[src/design/spcr_defs.vh]
// constants for the stepper phase counter and current reference block
`ifndef SPCR_DEFS_VH
`define SPCR_DEFS_VH
// ---------------------------------------------------------------
// clock and times
// ---------------------------------------------------------------
`define SPCR_CLK_MHZ 50
`define SPCR_CLK_HZ 50000000
`define SPCR_T_START_US 200
`define SPCR_T_FILT_NS 500
`define SPCR_T_BLANK0_NS 500
`define SPCR_T_BLANK1_NS 1000
`define SPCR_T_BLANK2_NS 1500
`define SPCR_T_BLANK3_NS 2000
`define SPCR_PWM_F0_HZ 15625
`define SPCR_PWM_F1_HZ 20000
`define SPCR_PWM_F2_HZ 31250
`define SPCR_PWM_F3_HZ 40000
`define SPCR_WOB_MAX 4'hF
// ---------------------------------------------------------------
// pin synchroniser bit positions
// ---------------------------------------------------------------
`define SPCR_PIN_EN 0
`define SPCR_PIN_STEP 1
`define SPCR_PIN_MSEL 2
`define SPCR_PIN_CMPA 3
`define SPCR_PIN_CMPB 4
`define SPCR_NPINS 5
// ---------------------------------------------------------------
// step mode codes and increments
// ---------------------------------------------------------------
`define SPCR_SM_16 3'h0
`define SPCR_SM_8 3'h1
`define SPCR_SM_HALF 3'h2
`define SPCR_SM_MINI 3'h3
`define SPCR_SM_FULL 3'h4
`define SPCR_INC_16 6'h01
`define SPCR_INC_8 6'h02
`define SPCR_INC_MINI 6'h04
`define SPCR_INC_HALF 6'h08
`define SPCR_INC_FULL 6'h10
// ---------------------------------------------------------------
// pin functions, decay codes, table
// ---------------------------------------------------------------
`define SPCR_MPF_SMODE 2'h1
`define SPCR_MPF_HOLD 2'h2
`define SPCR_DEC_SLOW 2'h1
`define SPCR_DEC_MIXED 2'h2
`define SPCR_QTR 5'h10
`define SPCR_FULL_MAG 6'h3F
`define SPCR_PH_RST 6'h00
`endif

[src/design/spcr_core.v]
// stepper phase counter, step modes, hold logic and pwm current regulation
// Operation
// enable low: standby, everything at default
// active only after startup time elapses
// cycle has 64/32/16/8/4 positions per mode
// phase changed by serial or step pin
// phase reaches references next pwm period
// step pin mode: serial read-only, mode step
// function 1: select pin picks alternate mode
// increments 1,2,4,16 for codes 0,1,3,4
// half step code 2 increments by 8
// automatic steps wrap modulo 64
// coarser mode snaps phase to nearest
// serial mode ignores step pin
// serial mode: step mode matters in full
// mode change applies after phase update
// 17-entry quarter sine times scale
// run scale, hold scale in hold
// phase gives signs and table entry
// full step: full scale both phases
// bridges on until reference, then decay
// pwm frequency select with wobble
// minimum on time blanking plus filter
// hold from serial or select pin
// stall count sets sticky hold request
// hold uses hold decay selection
// phase frozen while stall auto hold
// direction clear increments, set decrements
`include "spcr_defs.vh"
`default_nettype none
module spcr_core #(
  parameter integer START_CYC = `SPCR_T_START_US * `SPCR_CLK_MHZ
) (
  // clock and reset
  input wire clk,
  input wire rstn,
  // device pins
  input wire en_pin,
  input wire step_pulse_pin,
  input wire mode_select_pin,
  // current comparators, high when coil current reached reference
  input wire cmp_a,
  input wire cmp_b,
  // serial phase and hold writes
  input wire ph_wr,
  input wire [5:0] ph_wdata,
  input wire hold_wr,
  input wire hold_wdata,
  // configuration
  input wire step_pin_enable,
  input wire direction_bit,
  input wire [1:0] mode_pin_function,
  input wire [2:0] primary_step_mode,
  input wire [2:0] alternate_step_mode,
  input wire [3:0] run_current_scale,
  input wire [3:0] hold_current_scale,
  input wire [1:0] pwm_freq_select,
  input wire freq_wobble_enable,
  input wire [1:0] blank_time_sel,
  input wire [1:0] run_decay_select,
  input wire hold_decay_select,
  input wire stall_auto_hold_enable,
  input wire [2:0] stall_count_threshold,
  // stall detector
  input wire stall_sample,
  input wire stall_seen,
  input wire stall_flag_clr,
  // status
  output wire active,
  output wire [5:0] phase_count,
  output wire [2:0] applied_step_mode,
  output wire hold_request,
  output wire stall_detected_flag,
  // bridge control
  output wire pwm_start,
  output wire bridge_a_on,
  output wire bridge_b_on,
  output wire [1:0] decay_sel,
  output wire [9:0] ref_a,
  output wire [9:0] ref_b,
  output wire neg_a,
  output wire neg_b
);
  // ---------------------------------------------------------------
  // timing
  // ---------------------------------------------------------------
  function integer cyc_up(input integer ns);
    begin
      cyc_up = (ns * `SPCR_CLK_MHZ + 999) / 1000;
    end
  endfunction

  localparam integer FILT_CYC = cyc_up(`SPCR_T_FILT_NS);
  localparam integer BL0_CYC = cyc_up(`SPCR_T_BLANK0_NS) + FILT_CYC;
  localparam integer BL1_CYC = cyc_up(`SPCR_T_BLANK1_NS) + FILT_CYC;
  localparam integer BL2_CYC = cyc_up(`SPCR_T_BLANK2_NS) + FILT_CYC;
  localparam integer BL3_CYC = cyc_up(`SPCR_T_BLANK3_NS) + FILT_CYC;
  localparam integer PER0_CYC = `SPCR_CLK_HZ / `SPCR_PWM_F0_HZ;
  localparam integer PER1_CYC = `SPCR_CLK_HZ / `SPCR_PWM_F1_HZ;
  localparam integer PER2_CYC = `SPCR_CLK_HZ / `SPCR_PWM_F2_HZ;
  localparam integer PER3_CYC = `SPCR_CLK_HZ / `SPCR_PWM_F3_HZ;
  localparam integer START_LAST_I = START_CYC - 1;
  localparam [15:0] START_LAST = START_LAST_I[15:0];

  function [11:0] min_on(input [1:0] sel);
    begin
      case (sel)
        2'h0: min_on = BL0_CYC[11:0];
        2'h1: min_on = BL1_CYC[11:0];
        2'h2: min_on = BL2_CYC[11:0];
        default: min_on = BL3_CYC[11:0];
      endcase
    end
  endfunction

  function [11:0] per_len(input [1:0] sel);
    begin
      case (sel)
        2'h0: per_len = PER0_CYC[11:0];
        2'h1: per_len = PER1_CYC[11:0];
        2'h2: per_len = PER2_CYC[11:0];
        default: per_len = PER3_CYC[11:0];
      endcase
    end
  endfunction

  // step increments
  function [5:0] step_inc(input [2:0] m);
    begin
      case (m)
        `SPCR_SM_16: step_inc = `SPCR_INC_16;
        `SPCR_SM_8: step_inc = `SPCR_INC_8;
        `SPCR_SM_HALF: step_inc = `SPCR_INC_HALF;
        `SPCR_SM_MINI: step_inc = `SPCR_INC_MINI;
        `SPCR_SM_FULL: step_inc = `SPCR_INC_FULL;
        default: step_inc = `SPCR_INC_16;
      endcase
    end
  endfunction

  // round to nearest multiple of inc, ties upward, modulo 64
  function [5:0] snap(input [5:0] p, input [5:0] inc);
    begin
      snap = (p + {1'b0, inc[5:1]}) & ~(inc - `SPCR_INC_16);
    end
  endfunction

  // ---------------------------------------------------------------
  // pin synchronisers
  // ---------------------------------------------------------------
  reg [`SPCR_NPINS-1:0] s1_q, s2_q, s3_q, pin_q;
  wire [`SPCR_NPINS-1:0] pins_raw = {cmp_b, cmp_a, mode_select_pin, step_pulse_pin, en_pin};
  always @(posedge clk or negedge rstn) begin
    if (!rstn) begin
      s1_q <= {`SPCR_NPINS{1'b0}};
      s2_q <= {`SPCR_NPINS{1'b0}};
      s3_q <= {`SPCR_NPINS{1'b0}};
      pin_q <= {`SPCR_NPINS{1'b0}};
    end else begin
      s1_q <= pins_raw;
      s2_q <= s1_q;
      s3_q <= s2_q;
      // a level counts once second and third stages agree
      pin_q <= (s2_q & s3_q) | (pin_q & (s2_q | s3_q));
    end
  end
  wire en_f = pin_q[`SPCR_PIN_EN];
  wire msel_f = pin_q[`SPCR_PIN_MSEL];

  // ---------------------------------------------------------------
  // state
  // ---------------------------------------------------------------
  reg active_q, step_d_q, pend_q, hold_reg_q, hold_q, sdf_q, wob_dn_q;
  reg start_q, on_a_q, on_b_q, neg_a_q, neg_b_q;
  reg [15:0] start_cnt_q;
  reg [5:0] ph_q;
  reg [2:0] mode_q, stall_cnt_q;
  reg [11:0] per_cnt_q, mon_q;
  reg [3:0] wob_q;
  reg [1:0] decay_q;
  reg [9:0] ref_a_q, ref_b_q;

  // ---------------------------------------------------------------
  // step mode, phase update and snapping
  // ---------------------------------------------------------------
  // select pin picks mode
  wire [2:0] act_mode = (mode_pin_function == `SPCR_MPF_SMODE && msel_f) ?
                        alternate_step_mode : primary_step_mode;
  // freeze on stall hold
  wire freeze = sdf_q & stall_auto_hold_enable;
  wire step_rise = pin_q[`SPCR_PIN_STEP] & ~step_d_q;
  // exclusive phase source
  // step pin ignored serially
  wire step_ev = active_q & step_pin_enable & step_rise & ~freeze;
  // serial write ignored here
  wire wr_ev = active_q & ~step_pin_enable & ph_wr & ~freeze;
  wire [5:0] inc_cur = step_inc(mode_q);
  // direction sets sign
  // wrap modulo 64
  wire [5:0] ph_step = direction_bit ? ph_q - inc_cur : ph_q + inc_cur;
  wire [5:0] ph_mod = step_ev ? ph_step : (wr_ev ? ph_wdata : ph_q);
  wire upd = pend_q | step_ev | wr_ev;
  wire pstart = active_q && per_cnt_q == 12'h000;
  // mode taken after update
  wire [2:0] mode_new = upd ? act_mode : mode_q;
  wire [5:0] inc_new = step_inc(mode_new);
  // snap on coarser mode
  wire coarser = step_pin_enable && inc_new > inc_cur;
  wire [5:0] ph_app = (pstart && upd && coarser && !freeze) ? snap(ph_mod, inc_new) : ph_mod;

  // ---------------------------------------------------------------
  // hold and stall
  // ---------------------------------------------------------------
  wire [3:0] cnt_nx = {1'b0, stall_cnt_q} + 4'h1;
  wire stall_hit = stall_sample & stall_seen & (cnt_nx >= {1'b0, stall_count_threshold});
  // hold source select
  wire hold_src = (mode_pin_function == `SPCR_MPF_HOLD) ? msel_f : hold_reg_q;
  // stall lock keeps hold
  wire hold_nx = active_q & (freeze | hold_src);

  // ---------------------------------------------------------------
  // current references
  // ---------------------------------------------------------------
  wire [9:0] cr_a, cr_b;
  wire cr_na, cr_nb;
  // hold scale substitution
  wire [3:0] scale = hold_nx ? hold_current_scale : run_current_scale;
  // serial mode uses mode only for full
  spcr_cur_ref u_ref (
    .ph(ph_app),
    .full_step(mode_new == `SPCR_SM_FULL),
    .scale(scale),
    .ref_a(cr_a),
    .ref_b(cr_b),
    .neg_a(cr_na),
    .neg_b(cr_nb)
  );

  // ---------------------------------------------------------------
  // sequencing
  // ---------------------------------------------------------------
  always @(posedge clk or negedge rstn) begin
    if (!rstn) begin
      {active_q, step_d_q, pend_q, hold_reg_q, hold_q, sdf_q, wob_dn_q} <= 7'h00;
      {start_q, on_a_q, on_b_q, neg_a_q, neg_b_q} <= 5'h00;
      start_cnt_q <= 16'h0000;
      ph_q <= `SPCR_PH_RST;
      mode_q <= `SPCR_SM_16;
      stall_cnt_q <= 3'h0;
      per_cnt_q <= 12'h000;
      mon_q <= 12'h000;
      wob_q <= 4'h0;
      decay_q <= 2'h0;
      ref_a_q <= 10'h000;
      ref_b_q <= 10'h000;
    end else if (!en_f) begin
      // standby defaults
      {active_q, step_d_q, pend_q, hold_reg_q, hold_q, sdf_q, wob_dn_q} <= 7'h00;
      {start_q, on_a_q, on_b_q, neg_a_q, neg_b_q} <= 5'h00;
      start_cnt_q <= 16'h0000;
      ph_q <= `SPCR_PH_RST;
      mode_q <= `SPCR_SM_16;
      stall_cnt_q <= 3'h0;
      per_cnt_q <= 12'h000;
      mon_q <= 12'h000;
      wob_q <= 4'h0;
      decay_q <= 2'h0;
      ref_a_q <= 10'h000;
      ref_b_q <= 10'h000;
    end else begin
      // startup delay
      if (!active_q) begin
        if (start_cnt_q == START_LAST) begin
          active_q <= 1'b1;
        end else begin
          start_cnt_q <= start_cnt_q + 16'h0001;
        end
      end
      step_d_q <= pin_q[`SPCR_PIN_STEP];
      // apply at period start
      ph_q <= ph_app;
      if (pstart && upd) begin
        mode_q <= mode_new;
        pend_q <= 1'b0;
      end else begin
        pend_q <= upd;
      end
      // stall counting and sticky flag, set wins over clear
      if (stall_sample) begin
        stall_cnt_q <= (stall_seen && !stall_hit) ? cnt_nx[2:0] : 3'h0;
      end
      sdf_q <= active_q & (stall_hit | (sdf_q & ~stall_flag_clr));
      if (active_q && stall_hit && stall_auto_hold_enable) begin
        hold_reg_q <= 1'b1;
      end else if (active_q && hold_wr && !freeze &&
                   mode_pin_function != `SPCR_MPF_HOLD) begin
        hold_reg_q <= hold_wdata;
      end
      hold_q <= hold_nx;
      // period and wobble
      start_q <= pstart;
      if (pstart) begin
        per_cnt_q <= per_len(pwm_freq_select) + {8'h00, wob_q};
        if (!freq_wobble_enable) begin
          wob_q <= 4'h0;
          wob_dn_q <= 1'b0;
        end else if (wob_dn_q) begin
          wob_q <= wob_q - 4'h1;
          wob_dn_q <= (wob_q != 4'h1);
        end else begin
          wob_q <= wob_q + 4'h1;
          wob_dn_q <= (wob_q == `SPCR_WOB_MAX - 4'h1);
        end
      end else if (active_q) begin
        per_cnt_q <= per_cnt_q - 12'h001;
      end
      // on phase then decay
      if (pstart) begin
        on_a_q <= 1'b1;
        on_b_q <= 1'b1;
        // minimum on time
        mon_q <= min_on(blank_time_sel);
        ref_a_q <= cr_a;
        ref_b_q <= cr_b;
        neg_a_q <= cr_na;
        neg_b_q <= cr_nb;
        // hold decay
        decay_q <= hold_nx ? (hold_decay_select ? `SPCR_DEC_MIXED : `SPCR_DEC_SLOW) :
                   run_decay_select;
      end else if (mon_q != 12'h000) begin
        mon_q <= mon_q - 12'h001;
      end else begin
        if (pin_q[`SPCR_PIN_CMPA]) begin
          on_a_q <= 1'b0;
        end
        if (pin_q[`SPCR_PIN_CMPB]) begin
          on_b_q <= 1'b0;
        end
      end
    end
  end

  // ---------------------------------------------------------------
  // outputs
  // ---------------------------------------------------------------
  assign active = active_q;
  // positions per mode
  assign phase_count = ph_q;
  assign applied_step_mode = mode_q;
  assign hold_request = hold_q;
  assign stall_detected_flag = sdf_q;
  assign pwm_start = start_q;
  assign bridge_a_on = on_a_q;
  assign bridge_b_on = on_b_q;
  assign decay_sel = decay_q;
  assign ref_a = ref_a_q;
  assign ref_b = ref_b_q;
  assign neg_a = neg_a_q;
  assign neg_b = neg_b_q;
endmodule // spcr_core
`default_nettype wire

[src/design/spcr_cur_ref.v]
// quarter-sine lookup and scaling into the two coil current references
`default_nettype none
module spcr_cur_ref (
  // phase and mode
  input wire [5:0] ph,
  input wire full_step,
  input wire [3:0] scale,
  // references
  output wire [9:0] ref_a,
  output wire [9:0] ref_b,
  output wire neg_a,
  output wire neg_b
);
  // ---------------------------------------------------------------
  // table
  // ---------------------------------------------------------------
  function [5:0] sine_mag(input [4:0] idx);
    begin
      case (idx)
        5'h00: sine_mag = 6'h00;
        5'h01: sine_mag = 6'h06;
        5'h02: sine_mag = 6'h0C;
        5'h03: sine_mag = 6'h12;
        5'h04: sine_mag = 6'h18;
        5'h05: sine_mag = 6'h1E;
        5'h06: sine_mag = 6'h23;
        5'h07: sine_mag = 6'h28;
        5'h08: sine_mag = 6'h2D;
        5'h09: sine_mag = 6'h31;
        5'h0A: sine_mag = 6'h34;
        5'h0B: sine_mag = 6'h38;
        5'h0C: sine_mag = 6'h3A;
        5'h0D: sine_mag = 6'h3C;
        5'h0E: sine_mag = 6'h3E;
        default: sine_mag = 6'h3F;
      endcase
    end
  endfunction

  function [9:0] scaled(input [5:0] mag, input [3:0] s);
    begin
      scaled = {4'h0, mag} * {6'h00, s};
    end
  endfunction

  wire [4:0] idx_lo = {1'b0, ph[3:0]};
  wire [4:0] idx_hi = `SPCR_QTR - idx_lo;
  // sign and entry
  wire [4:0] idx_b = ph[4] ? idx_hi : idx_lo;
  wire [4:0] idx_a = ph[4] ? idx_lo : idx_hi;
  // full step bypass
  wire [5:0] mag_a = full_step ? `SPCR_FULL_MAG : sine_mag(idx_a);
  wire [5:0] mag_b = full_step ? `SPCR_FULL_MAG : sine_mag(idx_b);
  // scale table value
  assign ref_a = scaled(mag_a, scale);
  assign ref_b = scaled(mag_b, scale);
  assign neg_b = ph[5];
  assign neg_a = ph[5] ^ ph[4];
endmodule // spcr_cur_ref
`default_nettype wire

[config.mk]
export PLATFORM = sky130hd
export DESIGN_NAME = spcr_core
export DESIGN_NICKNAME = d
export VERILOG_FILES = /design/src/design/spcr_core.v /design/src/design/spcr_cur_ref.v
export VERILOG_INCLUDE_DIRS = /design/src /design/src/design
export SDC_FILE = /design/constraint.sdc
export NUM_CORES = 1
export LEC_CHECK = 0
export BUFFER_PORTS_ARGS = -buffer_cell sky130_fd_sc_hd__buf_2
export CAP_MARGIN = 25
export CORE_MARGIN = 1.5
export CORE_UTILIZATION = 55
export CTS_CLUSTER_DIAMETER = 60
export CTS_CLUSTER_SIZE = 10
export DETAILED_ROUTE_END_ITERATION = 7
export PLACE_DENSITY = 0.76
export SLEW_MARGIN = 30
export SYNTH_ARGS = -nofsm -noshare
export SYNTH_HDL_FRONTEND = slang
export SYNTH_SLANG_ARGS = --single-unit
[constraint.sdc]
create_clock -name clk -period 7.3 [get_ports clk]
set_input_delay 0.365 -clock clk [delete_from_list [all_inputs] [get_ports clk]]
set_output_delay 0.365 -clock clk [all_outputs]
set_load 0.02 [all_outputs]
; ---- Word-level counts from Yosys, hierarchy flattened
; Memory sizes are Yosys's and may differ from the RTL's.
; Cells that the tools add are included.
[classes]
addsub = 12
n_mul = 2
div_mod_pow = 0
order_cmp = 2
n_eq_ne = 29
shift = 0
muxes = 75
bitwise_logic = 28
n_reduce_logical = 21
[op_table]
columns = cell, count
row1 = $mux W12, 8
row2 = $mux W6, 9
row3 = $mux W16, 3
row4 = $mux W10, 4
row5 = $pmux W5 S4, 2
row6 = $pmux W12 S3, 1
row7 = $mux W1, 29
row8 = $sub A12 B1 Y12 const B, 2
row9 = $mux W3, 7
row10 = $pmux W7 S3, 1
row11 = $mul A6 B4 Y10, 2
row12 = $mux W4, 5
row13 = $add A16 B1 Y16 const B, 1
row14 = $eq A16 B14 Y1 const B, 1
row15 = $ne A3 B1 Y1 const B, 5
row16 = $and A1 B1 Y1, 13
row17 = $add A12 B4 Y12, 1
row18 = $eq A3 B2 Y1 const B, 4
row19 = $logic_and A1 B1 Y1, 12
row20 = $logic_not A12 Y1, 1
row21 = $reduce_bool A12 Y1, 1
row22 = $and A5 B5 Y5, 2
row23 = $mux W5, 2
row24 = $or A5 B5 Y5, 2
row25 = other kinds (28), 51
[word_totals]
ff_bits = 110
latchBits = 0
mem_bits_rw = 0
romBits = 192
in_bits = 49
memories = 2
[mem_list]
columns = memory, depth, width, read_ports, rd_ports_with_merged_regs, write_ports, line
row1 = (name not given), 16, 6, 1, 0, 0, spcr_cur_ref.v:19  ; case (idx)
row2 = (name not given), 16, 6, 1, 0, 0, spcr_cur_ref.v:19

; ---- Logic depth before layout (Yosys ltp)
; Gate-level depths: netlist of run 1.
; An unclocked memory read counts as a cell.
[depth]
depth_word = 22
depth_mapped = 37
ltp_nobuf = 34

; ---- Cells and area by module
; Synthesis of run 1 repeated with hierarchy kept, for this count alone.
[unflattened]
hier_cells = 932
area_unflattened_um2 = 8152.8
[by_module_without_submodules]
columns = mod, n_inst, cells_each, area_each_um2
row1 = spcr_core, 1, 670, 6114.6
row2 = spcr_cur_ref, 1, 262, 2038.2

; ---- Worst setup path after synthesis of run 1
; Ideal clock, no wire load.
[synth_timing]
kind = register to register
startpoint = reg active_q, in the netlist active
endpoint = reg ref_a_q[9], in the netlist ref_a[9]
setup_time_ns = 0.078
arrival_time_ns = 8.148
path_slack_ns = -0.926
stages_incl_launch_ff = 33
path_buffers = 0
synth_period_minus_slack_ns = 8.226
path_cell_list = dfrtp_1 > a21boi_1 > nor2_1 > or3_1 > o32a_1 > a211oi_1 > ha_1 > nand3b_1 > a21oi_1 > a211oi_1 > nor3_2 > mux2i_1 > ha_1 > mux2i_1 > inv_1 > ha_1 > a21o_1 > o311ai_0 > a211oi_1 > or3_1 > fa_1 > inv_1 > fa_1 > ha_1 > a21o_1 > a21oi_1 > o21bai_1 > a21oi_1 > o21bai_1 > a21oi_1 > xnor2_1 > nand2_1 > a21oi_1
[synth_between]
elab_chain_len = 21
elab_cells_between_ends = 38
cone_classes = 3 x add/sub / 1 x mul / 1 x order compare / 5 x eq/ne / 11 x mux / 11 x bitwise / 5 x reduce/logical / 1 x memory
[synth_lines]
columns = element, line
row1 = start: declaration, spcr_core.v:173  ; reg active_q, step_d_q, pend_q, hold_reg_q, hold_q, sdf_q, wob_dn_q;
row2 = start signal: assignment, spcr_core.v:244  ; {active_q, step_d_q, pend_q, hold_reg_q, hold_q, sdf_q, wob_dn_q} <= 7'h00;
row3 = start signal: assignment, spcr_core.v:258  ; {active_q, step_d_q, pend_q, hold_reg_q, hold_q, sdf_q, wob_dn_q} <= 7'h00;
row4 = start signal: assignment, spcr_core.v:274  ; active_q <= 1'b1;
row5 = $and A1 B1 Y1 (3 in series), spcr_core.v:194  ; wire step_ev = active_q & step_pin_enable & step_rise & ~freeze;
row6 = $or A1 B1 Y1 (2 in series), spcr_core.v:202  ; wire upd = pend_q | step_ev | wr_ev;
row7 = $mux W3, spcr_core.v:205  ; wire [2:0] mode_new = upd ? act_mode : mode_q;
row8 = "$eq A3 B3 Y1, or another cell as far along", spcr_core.v:130  ; case (m)
row9 = $pmux W5 S4, spcr_core.v:130
row10 = $gt A6 B6 Y1, spcr_core.v:208  ; wire coarser = step_pin_enable && inc_new > inc_cur;
row11 = $logic_and A1 B1 Y1, spcr_core.v:208
row12 = $logic_and A1 B1 Y1 (2 in series), spcr_core.v:209  ; wire [5:0] ph_app = (pstart && upd && coarser && !freeze) ? snap(ph_mod, inc_new) : ph_mod;
row13 = $mux W6, spcr_core.v:209
row14 = $sub A5 B4 Y5 (no line), -
row15 = $mux W5, spcr_cur_ref.v:50  ; wire [4:0] idx_a = ph[4] ? idx_lo : idx_hi;
row16 = $mem_v2 Z16 W6, -
row17 = $mux W6, spcr_cur_ref.v:19
row18 = $mux W6, spcr_cur_ref.v:52  ; wire [5:0] mag_a = full_step ? `SPCR_FULL_MAG : sine_mag(idx_a);
row19 = $mul A6 B4 Y10, spcr_cur_ref.v:42  ; scaled = {4'h0, mag} * {6'h00, s};
row20 = $mux W10, spcr_core.v:318  ; if (pstart) begin
row21 = $mux W10, spcr_core.v:256  ; end else if (!en_f) begin
row22 = end signal: assignment, spcr_core.v:323  ; ref_a_q <= cr_a;
row23 = end: declaration, spcr_core.v:181  ; reg [9:0] ref_a_q, ref_b_q;
; Several ways; a longest one is shown, not always the timed one. The select of a mux whose other input is x is not followed.
; A chain may end at the register's enable or synchronous reset.

; ---- Worst setup path in the final report of run 1
[layout_timing]
startpoint = reg pin_q[1]
endpoint = reg ref_b_q[8], in the netlist ref_b[8]
[layout_between]
elab_chain_len = 21
elab_cells_between_ends = 30
cone_classes = 3 x add/sub / 1 x mul / 1 x order compare / 4 x eq/ne / 9 x mux / 7 x bitwise / 4 x reduce/logical / 1 x memory
[layout_lines]
columns = element, line
row1 = start: declaration, spcr_core.v:151  ; reg [`SPCR_NPINS-1:0] s1_q, s2_q, s3_q, pin_q;
row2 = start signal: assignment, spcr_core.v:158  ; pin_q <= {`SPCR_NPINS{1'b0}};
row3 = start signal: assignment, spcr_core.v:164  ; pin_q <= (s2_q & s3_q) | (pin_q & (s2_q | s3_q));
row4 = $and A1 B1 Y1 (*), spcr_core.v:191  ; wire step_rise = pin_q[`SPCR_PIN_STEP] & ~step_d_q;
row5 = $and A1 B1 Y1 (*) (2 in series), spcr_core.v:194
row6 = $or A1 B1 Y1 (2 in series), spcr_core.v:202
row7 = $mux W3, spcr_core.v:205
row8 = "$eq A3 B3 Y1, or another cell as far along", spcr_core.v:130
row9 = $pmux W5 S4, spcr_core.v:130
row10 = $gt A6 B6 Y1, spcr_core.v:208
row11 = $logic_and A1 B1 Y1, spcr_core.v:208
row12 = [... 3 more ...], -
row13 = $sub A5 B4 Y5 (no line), -
row14 = $mux W5, spcr_cur_ref.v:49  ; wire [4:0] idx_b = ph[4] ? idx_hi : idx_lo;
row15 = $mem_v2 Z16 W6, -
row16 = $mux W6, spcr_cur_ref.v:19
row17 = $mux W6 (*), spcr_cur_ref.v:53  ; wire [5:0] mag_b = full_step ? `SPCR_FULL_MAG : sine_mag(idx_b);
row18 = $mul A6 B4 Y10 (*), spcr_cur_ref.v:42
row19 = $mux W10 (*), spcr_core.v:318
row20 = $mux W10 (*), spcr_core.v:256
row21 = end signal: assignment, spcr_core.v:324  ; ref_b_q <= cr_b;
row22 = end: declaration, spcr_core.v:181
; Mark *: on every way between the ends. The rest lies on a longest branch, timed or not. The select of a mux whose other input is x is not followed.

==> results of run 1 <==
repair_timing:
item | CTS | global route
resized for setup | 4 | 60
endpoints found under the setup margin | 4 | 10
setup buffers | 0 | 24
hold endpoints to repair | 0 | 0
pin swaps | 0 | 46
cell usage after synthesis, types with 5 or more instances:
master | count | area, um2
nor2b_1 | 9 | 56.30
nor3_1 | 33 | 165.2
nand2_1 | 91 | 341.6
clkbuf_1 | 31 | 116.4
ha_1 | 71 | 888.4
inv_1 | 48 | 180.2
o211ai_1 | 6 | 45.04
a21o_1 | 14 | 105.1
nand4_1 | 9 | 56.30
nand3_1 | 16 | 80.08
xnor2_1 | 26 | 227.7
a221oi_1 | 7 | 61.31
o31ai_1 | 10 | 75.07
o21a_1 | 7 | 52.55
nand2b_1 | 12 | 75.07
a21oi_1 | 81 | 405.4
or3_1 | 20 | 125.1
a311oi_1 | 5 | 43.79
fa_1 | 19 | 380.4
nand3b_1 | 9 | 67.56
and2_1 | 11 | 68.82
mux2i_1 | 24 | 240.2
xor2_1 | 17 | 148.9
a31oi_1 | 11 | 68.82
o21ai_0 | 37 | 185.2
a211oi_1 | 17 | 127.6
o21bai_1 | 8 | 60.06
nor2_1 | 92 | 345.3
nor4_1 | 7 | 43.79
dfrtp_1 | 110 | 2753
and3_1 | 7 | 43.79
maj3_1 | 5 | 50.05
cells by family (layout without fill, tap and decap cells):
family / after synthesis / in the layout / synth area share
flops: 110 / 110 / 0.3288
xor+xnor: 45 / 45 / 0.04963
simple gates: 342 / 342 / 0.2045
mux: 27 / 27 / 0.03274
compound gates: 238 / 238 / 0.1889
buf+inv: 83 / 242 / 0.03782
fa+ha+maj: 95 / 95 / 0.1575
per-stage QoR:
step / hold WS [ps] / area (um2) / utilization / setup WS, ps / instances
after floorplan: 69.41 / 8501 / - / 0.7327 / 940
after global placement: 333.0 / 9538 / 0.6489 / 108.8 / 1244
after detailed placement: 337.1 / 9550 / 0.6497 / -143.0 / 1244
after CTS: 19.73 / 9892 / 0.6730 / 39.75 / 1260
after global routing: 44.39 / 10380 / 0.7063 / -154.2 / 1283
final: 5.828 / 10380 / 0.7063 / 213.7 / 1283
critical path: cells and delay by family, from the launching register on:
family | cells | cell delay [ps]
AND/OR/NAND/NOR | 9 | 1600
flip-flops | 1 | 400
adder cells (fa/ha/maj) | 5 | 1900
AO/OA/AOI/OAI | 13 | 2040
multiplexers | 1 | 320
buffers and inverters | 6 | 610
XOR/XNOR | 1 | 130
layout make-up:
| class | instances | area share |
|---|---|---|
| Timing Repair Buffer | 178 | 0.1095 |
| Clock buffer | 10 | 0.02205 |
| Inverter | 48 | 0.01735 |
| Tap cell | 184 | 0.02217 |
| Multi-Input combinational cell | 747 | 0.5542 |
| Sequential cell | 110 | 0.2655 |
| Clock inverter | 6 | 0.009159 |
power groups by stage:
stage	clock network [W]	logic (W)	registers, W
final	0.000536	0.000193	0.000631
after global routing	0.000568	0.000219	0.000632
after CTS	0.000544	0.000180	0.000631
after detailed placement	0	0.000179	0.000643
after global placement	0	0.000177	0.000642
after floorplan	0	0.000116	0.000637
worst min path at each step:
stage	start	endpoint	slack, ps	depth (start not counted)
global route	rstn	applied_step_mode[1]	40	1
global placement	s1_q[1]	s2_q[1]	330	0
detailed placement	s1_q[4]	s2_q[4]	340	0
finish	rstn	phase_count[2]	6	1
floorplan	rstn	active	70	0
CTS	rstn	phase_count[2]	20	1
registers in the layout, summed over array words and instances, names as in the netlist, 3 cells and up:
name               cells
phase_count            6
per_cnt_q             12
applied_step_mode      3
ref_b                 10
s1_q                   5
s2_q                   5
ref_a                 10
mon_q                 12
wob_q                  4
start_cnt_q           16
s3_q                   5
stall_cnt_q            3
pin_q                  5
metal layers:
metal / vias up / GRT usage / part of all wire
met5: - / 0 / 0.00041
met4: 2 / 0.09128 / 0.026
met3: 49 / 0.04049 / 0.050
met2: 265 / 0.4812 / 0.49
met1: 3770 / 0.3702 / 0.43
li1: 3674 / - / -
==> results.py, run 1 <==
metrics = {
    "floorplanning": {
        "die_w_um": 126.4,
        "start_util": 0.5695,
        "fp-row-count": 44,
        "dieArea_um2": 15970,
        "io_pins": 88,
        "core_area_um2": 14700,
        "die_h_um": 126.4,
    },
    "finish": {
        "final_nets": 1233,
        "syn_to_final_growth_pct": 24.04,
        "multi_input_area_um2": 5754,
        "layout_commonest_cell": "dfrtp_1",
        "seqCellArea_um2": 2756,
        "nFillCells": 1136,
        "antenna_cells": 0,
        "drive_gt1_frac": 0.2602,
        "mostFrequentLayoutCells": "dfrtp_1, nand2_1, nor2_1, buf_4, buf_2",
    },
    "cts": {
        "clkLatencyLatePin_ps": 350,
        "cts_tree": "built",
        "cts-htree-levels": 3,
        "holdBufCountCts": 0,
        "clk_path_buf_depth": 2,
        "root_buffer": "clkbuf_16",
        "clk_pin_slew_ps": 80,
        "cts_made_buffers": 9,
        "cts_sinks": 110,
    },
    "power_and_ir_drop": {
        "swShare": 0.2602,
        "p_total_w": 0.001360,
        "combPwrFrac": 0.142,
        "power_frac_seq": 0.464,
        "leakagePower_nw": 4.850,
        "irDropWorstVdd_mv": 0.1323,
        "intPower_w": 0.001006,
        "power.density_nw_per_um2": 131.0,
        "pwr-share-clk": 0.394,
        "power_switching_w": 0.0003538,
    },
    "setup_path": {
        "cp_max_fo": 7,
        "path_class": "reg2reg",
        "worst_r2r_endpoint": "ref_b[8]",
        "critPathMaxStageDelay_ps": 570,
        "r2r_setup_slack_ps": 210,
        "crit_slowest_cell": "fa_1",
        "reg2reg_from": "pin_q[1]",
        "crit_path_start": "pin_q[1]",
        "arrival_ps": 7360,
        "endpoint": "ref_b[8]",
        "worst_ep_required_time_ps": 7570,
        "end_kind": "flop",
        "r2r_cells": 35,
        "critPathLaunchType": "flop",
    },
    "routing": {
        "drt_iter0_markers": 516,
        "drc": 0,
        "drtAntennaViolNets": 0,
        "routed_via_density": 6.048,
        "totalWireLength_um": 22190,
        "firstDrtPassIters": 5,
        "vias": 7760,
        "wl_per_cell_um": 17.29,
    },
    "yosys": {
        "yosys_register_bits": 110,
        "ys_seq_area_frac": 0.3288,
        "synth-edff-count": 0,
        "yosysUniqueCellTypes": 76,
        "synthFlopType": "dfrtp_1",
        "syn_nets": 1079,
        "syn_inst": 940,
        "yosysWarnings": 0,
        "syn_area_um2": 8371,
        "async_flop_share": 1.000,
        "avgSynthCellArea_um2": 8.905,
    },
    "timing": {
        "setup_violations": 0,
        "fmax_mhz": 141.1,
        "period_share": 0.9707,
        "finalHoldViolCount": 0,
        "finalSetupTns_ps": 0,
        "slew_headroom": 0.3732,
        "slew_violations": 0,
        "tightest_slew_ps": 940.2,
        "fin_crit_ps": 7086,
        "fin_skew_ps": 8.316,
    },
    "global_route": {
        "grt_pass1_wl_um": 36470,
        "grt_util_all_layers": 0.2814,
        "globalRouteOverflowTotal": 0,
        "grt_pass1_vias": 7578,
        "grt_max_degree": 69,
        "antenna_found_initial": 1,
    },
    "placed_design": {
        "detailed_place_hpwl_um": 15870,
        "portBuffers": 87,
        "gp_congestion": 0.9876,
    },
    "hold_path": {
        "min_path_type": "in2async",
    },
    "run_status": {
        "status": "complete, no violations",
    },
    "run": {
        "cap_viol_max_count": 0,
    },
}
No activity file was read; power rests on OpenSTA's default activity.
==> inputs of run 2 (changes only) <==
--- a/config.mk
+++ b/config.mk
@@ -8,9 +8,10 @@
 export LEC_CHECK = 0
 export BUFFER_PORTS_ARGS = -buffer_cell sky130_fd_sc_hd__buf_2
 export CAP_MARGIN = 25
+export CORE_ASPECT_RATIO = 1.25
 export CORE_MARGIN = 1.5
 export CORE_UTILIZATION = 55
-export CTS_CLUSTER_DIAMETER = 60
+export CTS_CLUSTER_DIAMETER = 30
 export CTS_CLUSTER_SIZE = 10
 export DETAILED_ROUTE_END_ITERATION = 7
 export PLACE_DENSITY = 0.76
==> run 2 against run 1 <==
Total power is 3.2% lower. Non-clock buffer count is 1 lower. Clock skew up 3.6 ps. Critical path depth down 2. Flip-flop and latch count stayed put. Global-route usage shrank 1.2 points. Worst hold slack improved by 89 ps. Largest cell class unchanged.
==> results.py, run 2 (synthesis results as in run 1) <==
metrics = {
    "power_and_ir_drop": {
        "power_switching_w": 0.0003684,
        "leakagePower_nw": 4.821,
        "swShare": 0.2800,
        "intPower_w": 0.0009475,
        "power.density_nw_per_um2": 127.1,
        "combPwrFrac": 0.157,
        "irDropWorstVdd_mv": 0.1148,
        "pwr-share-clk": 0.364,
        "p_total_w": 0.001316,
        "power_frac_seq": 0.480,
    },
    "cts": {
        "cts-htree-levels": 3,
        "root_buffer": "clkbuf_16",
        "clk_pin_slew_ps": 80,
        "clkLatencyLatePin_ps": 360,
        "cts_made_buffers": 9,
        "clk_path_buf_depth": 2,
        "cts_tree": "built",
        "cts_sinks": 110,
    },
    "timing": {
        "fin_crit_ps": 7069,
        "slew_headroom": 0.3675,
        "period_share": 0.9683,
        "fmax_mhz": 141.5,
        "finalSetupTns_ps": 0,
        "setup_violations": 0,
        "rsz0062_at_grt": "yes",
        "finalHoldViolCount": 0,
        "fin_skew_ps": 11.91,
        "tightest_slew_ps": 943.1,
        "slew_violations": 0,
    },
    "setup_path": {
        "path_common_cell": "a21oi_2",
        "crit_slowest_cell": "fa_1",
        "arrival_ps": 7360,
        "worst_ep_required_time_ps": 7590,
        "end_kind": "flop",
        "critPathMaxStageDelay_ps": 560,
        "cpLargestDelayFamily": "compound AO/OA/AOI/OAI gates",
        "cp_max_fo": 6,
        "path_class": "reg2reg",
        "path_buf_inv": 4,
        "critPathLaunchType": "flop",
    },
    "floorplanning": {
        "start_util": 0.5598,
        "die_h_um": 140.9,
        "fp-row-count": 50,
        "die_w_um": 113.3,
        "core_area_um2": 14950,
        "io_pins": 88,
        "dieArea_um2": 15970,
    },
    "routing": {
        "vias": 7671,
        "drtAntennaViolNets": 0,
        "firstDrtPassIters": 5,
        "drt_iter0_markers": 488,
        "drc": 0,
        "totalWireLength_um": 21730,
        "routed_via_density": 5.998,
        "wl_per_cell_um": 16.99,
    },
    "finish": {
        "mostFrequentLayoutCells": "dfrtp_1, nand2_1, nor2_1, buf_4, buf_2",
        "fin_cells": 1279,
        "final_nets": 1232,
        "syn_to_final_growth_pct": 23.72,
        "largest_register_ffs": 16,
        "design_area_um2": 10360,
        "reg.largest.list": "start_cnt_q: 16 flops, mon_q: 12 flops, per_cnt_q: 12 flops",
        "regMostFlops": "start_cnt_q",
        "drive_gt1_frac": 0.2571,
        "antenna_cells": 0,
        "layout_commonest_cell": "dfrtp_1",
        "final_util": 0.6926,
    },
    "placed_design": {
        "gp_congestion": 0.9622,
        "dp.cells": 1248,
        "placed_area_um2": 9589,
        "portBuffers": 87,
        "detailed_place_hpwl_um": 15580,
    },
    "global_route": {
        "grt_max_degree": 65,
        "antenna_found_initial": 0,
        "grt_util_all_layers": 0.2698,
        "grt_pass1_wl_um": 34950,
        "grt_pass1_vias": 7349,
        "globalRouteOverflowTotal": 0,
    },
    "run_status": {
        "status": "complete, no violations",
    },
    "run": {
        "cap_viol_max_count": 0,
    },
    "hold_path": {
        "min_path_type": "in2async",
    },
}
[run 2: changes by cell type in the layout (fill, tap and decap cells not counted), sizes merged]
cell	delta
clkinvlp	+1
buf	-1
bufinv	-2
clkbuf	-1
inv	+1
[run 2: layout make-up]
cell class	count	area, um2
well taps	182	227.7
flip-flops and latches	110	2758
fillers	1192	4596
clock buffers	9	225.2
clock inverters	6	58.81
multi-input cells	747	5782
inverters	48	180.2
repair buffers	177	1125
[run 2: final timing paths]
path	end	slack (ps)	startpoint	cells past startpoint
worst max register to register	ref_a[9]	230	step_d_q	33
max in group asynchronous	applied_step_mode[2]	6060	rstn	2
worst min-delay path	phase_count[3]	100	rstn	1
worst min register to register	s2_q[2]	360	s1_q[2]	0
worst max-delay path	ref_a[9]	230	step_d_q	33
min in group clk	s1_q[0]	110	en_pin	1
[run 2: metrics by stage]
step	hold slack [ps]	setup slack, ps
after floorplan	69.41	0.7327
after global placement	332.1	134.7
after detailed placement	337.0	-53.83
after CTS	97.78	35.87
after global routing	97.20	-184.5
final	95.29	231.3
[run 2: routing by layer]
layer,up-vias,track usage,part of all wire
met3,57,0.03525,0.042
met1,3695,0.3438,0.42
met2,241,0.4686,0.51
li1,3678,-,-
met4,0,0.1000,0.030
met5,-,0,0
[run 2: repair_timing]
| action | CTS | global route |
|---|---|---|
| pin swaps | 0 | 37 |
| gates resized for setup | 1 | 65 |
| hold buffers | 0 | 0 |
| buffers inserted | 0 | 17 |
| setup endpoints to repair | 1 | 9 |
[run 2: power by group through the flow]
stage          clock network [W]  registers (W)  logic [W]
2_1_floorplan                  0       0.000637   0.000116
4_1_cts                 0.000487       0.000631   0.000194
5_1_grt                 0.000508       0.000633   0.000232
3_5_place_dp                   0       0.000643   0.000193
3_3_place_gp                   0       0.000643   0.000188
6_report                0.000479       0.000631   0.000206
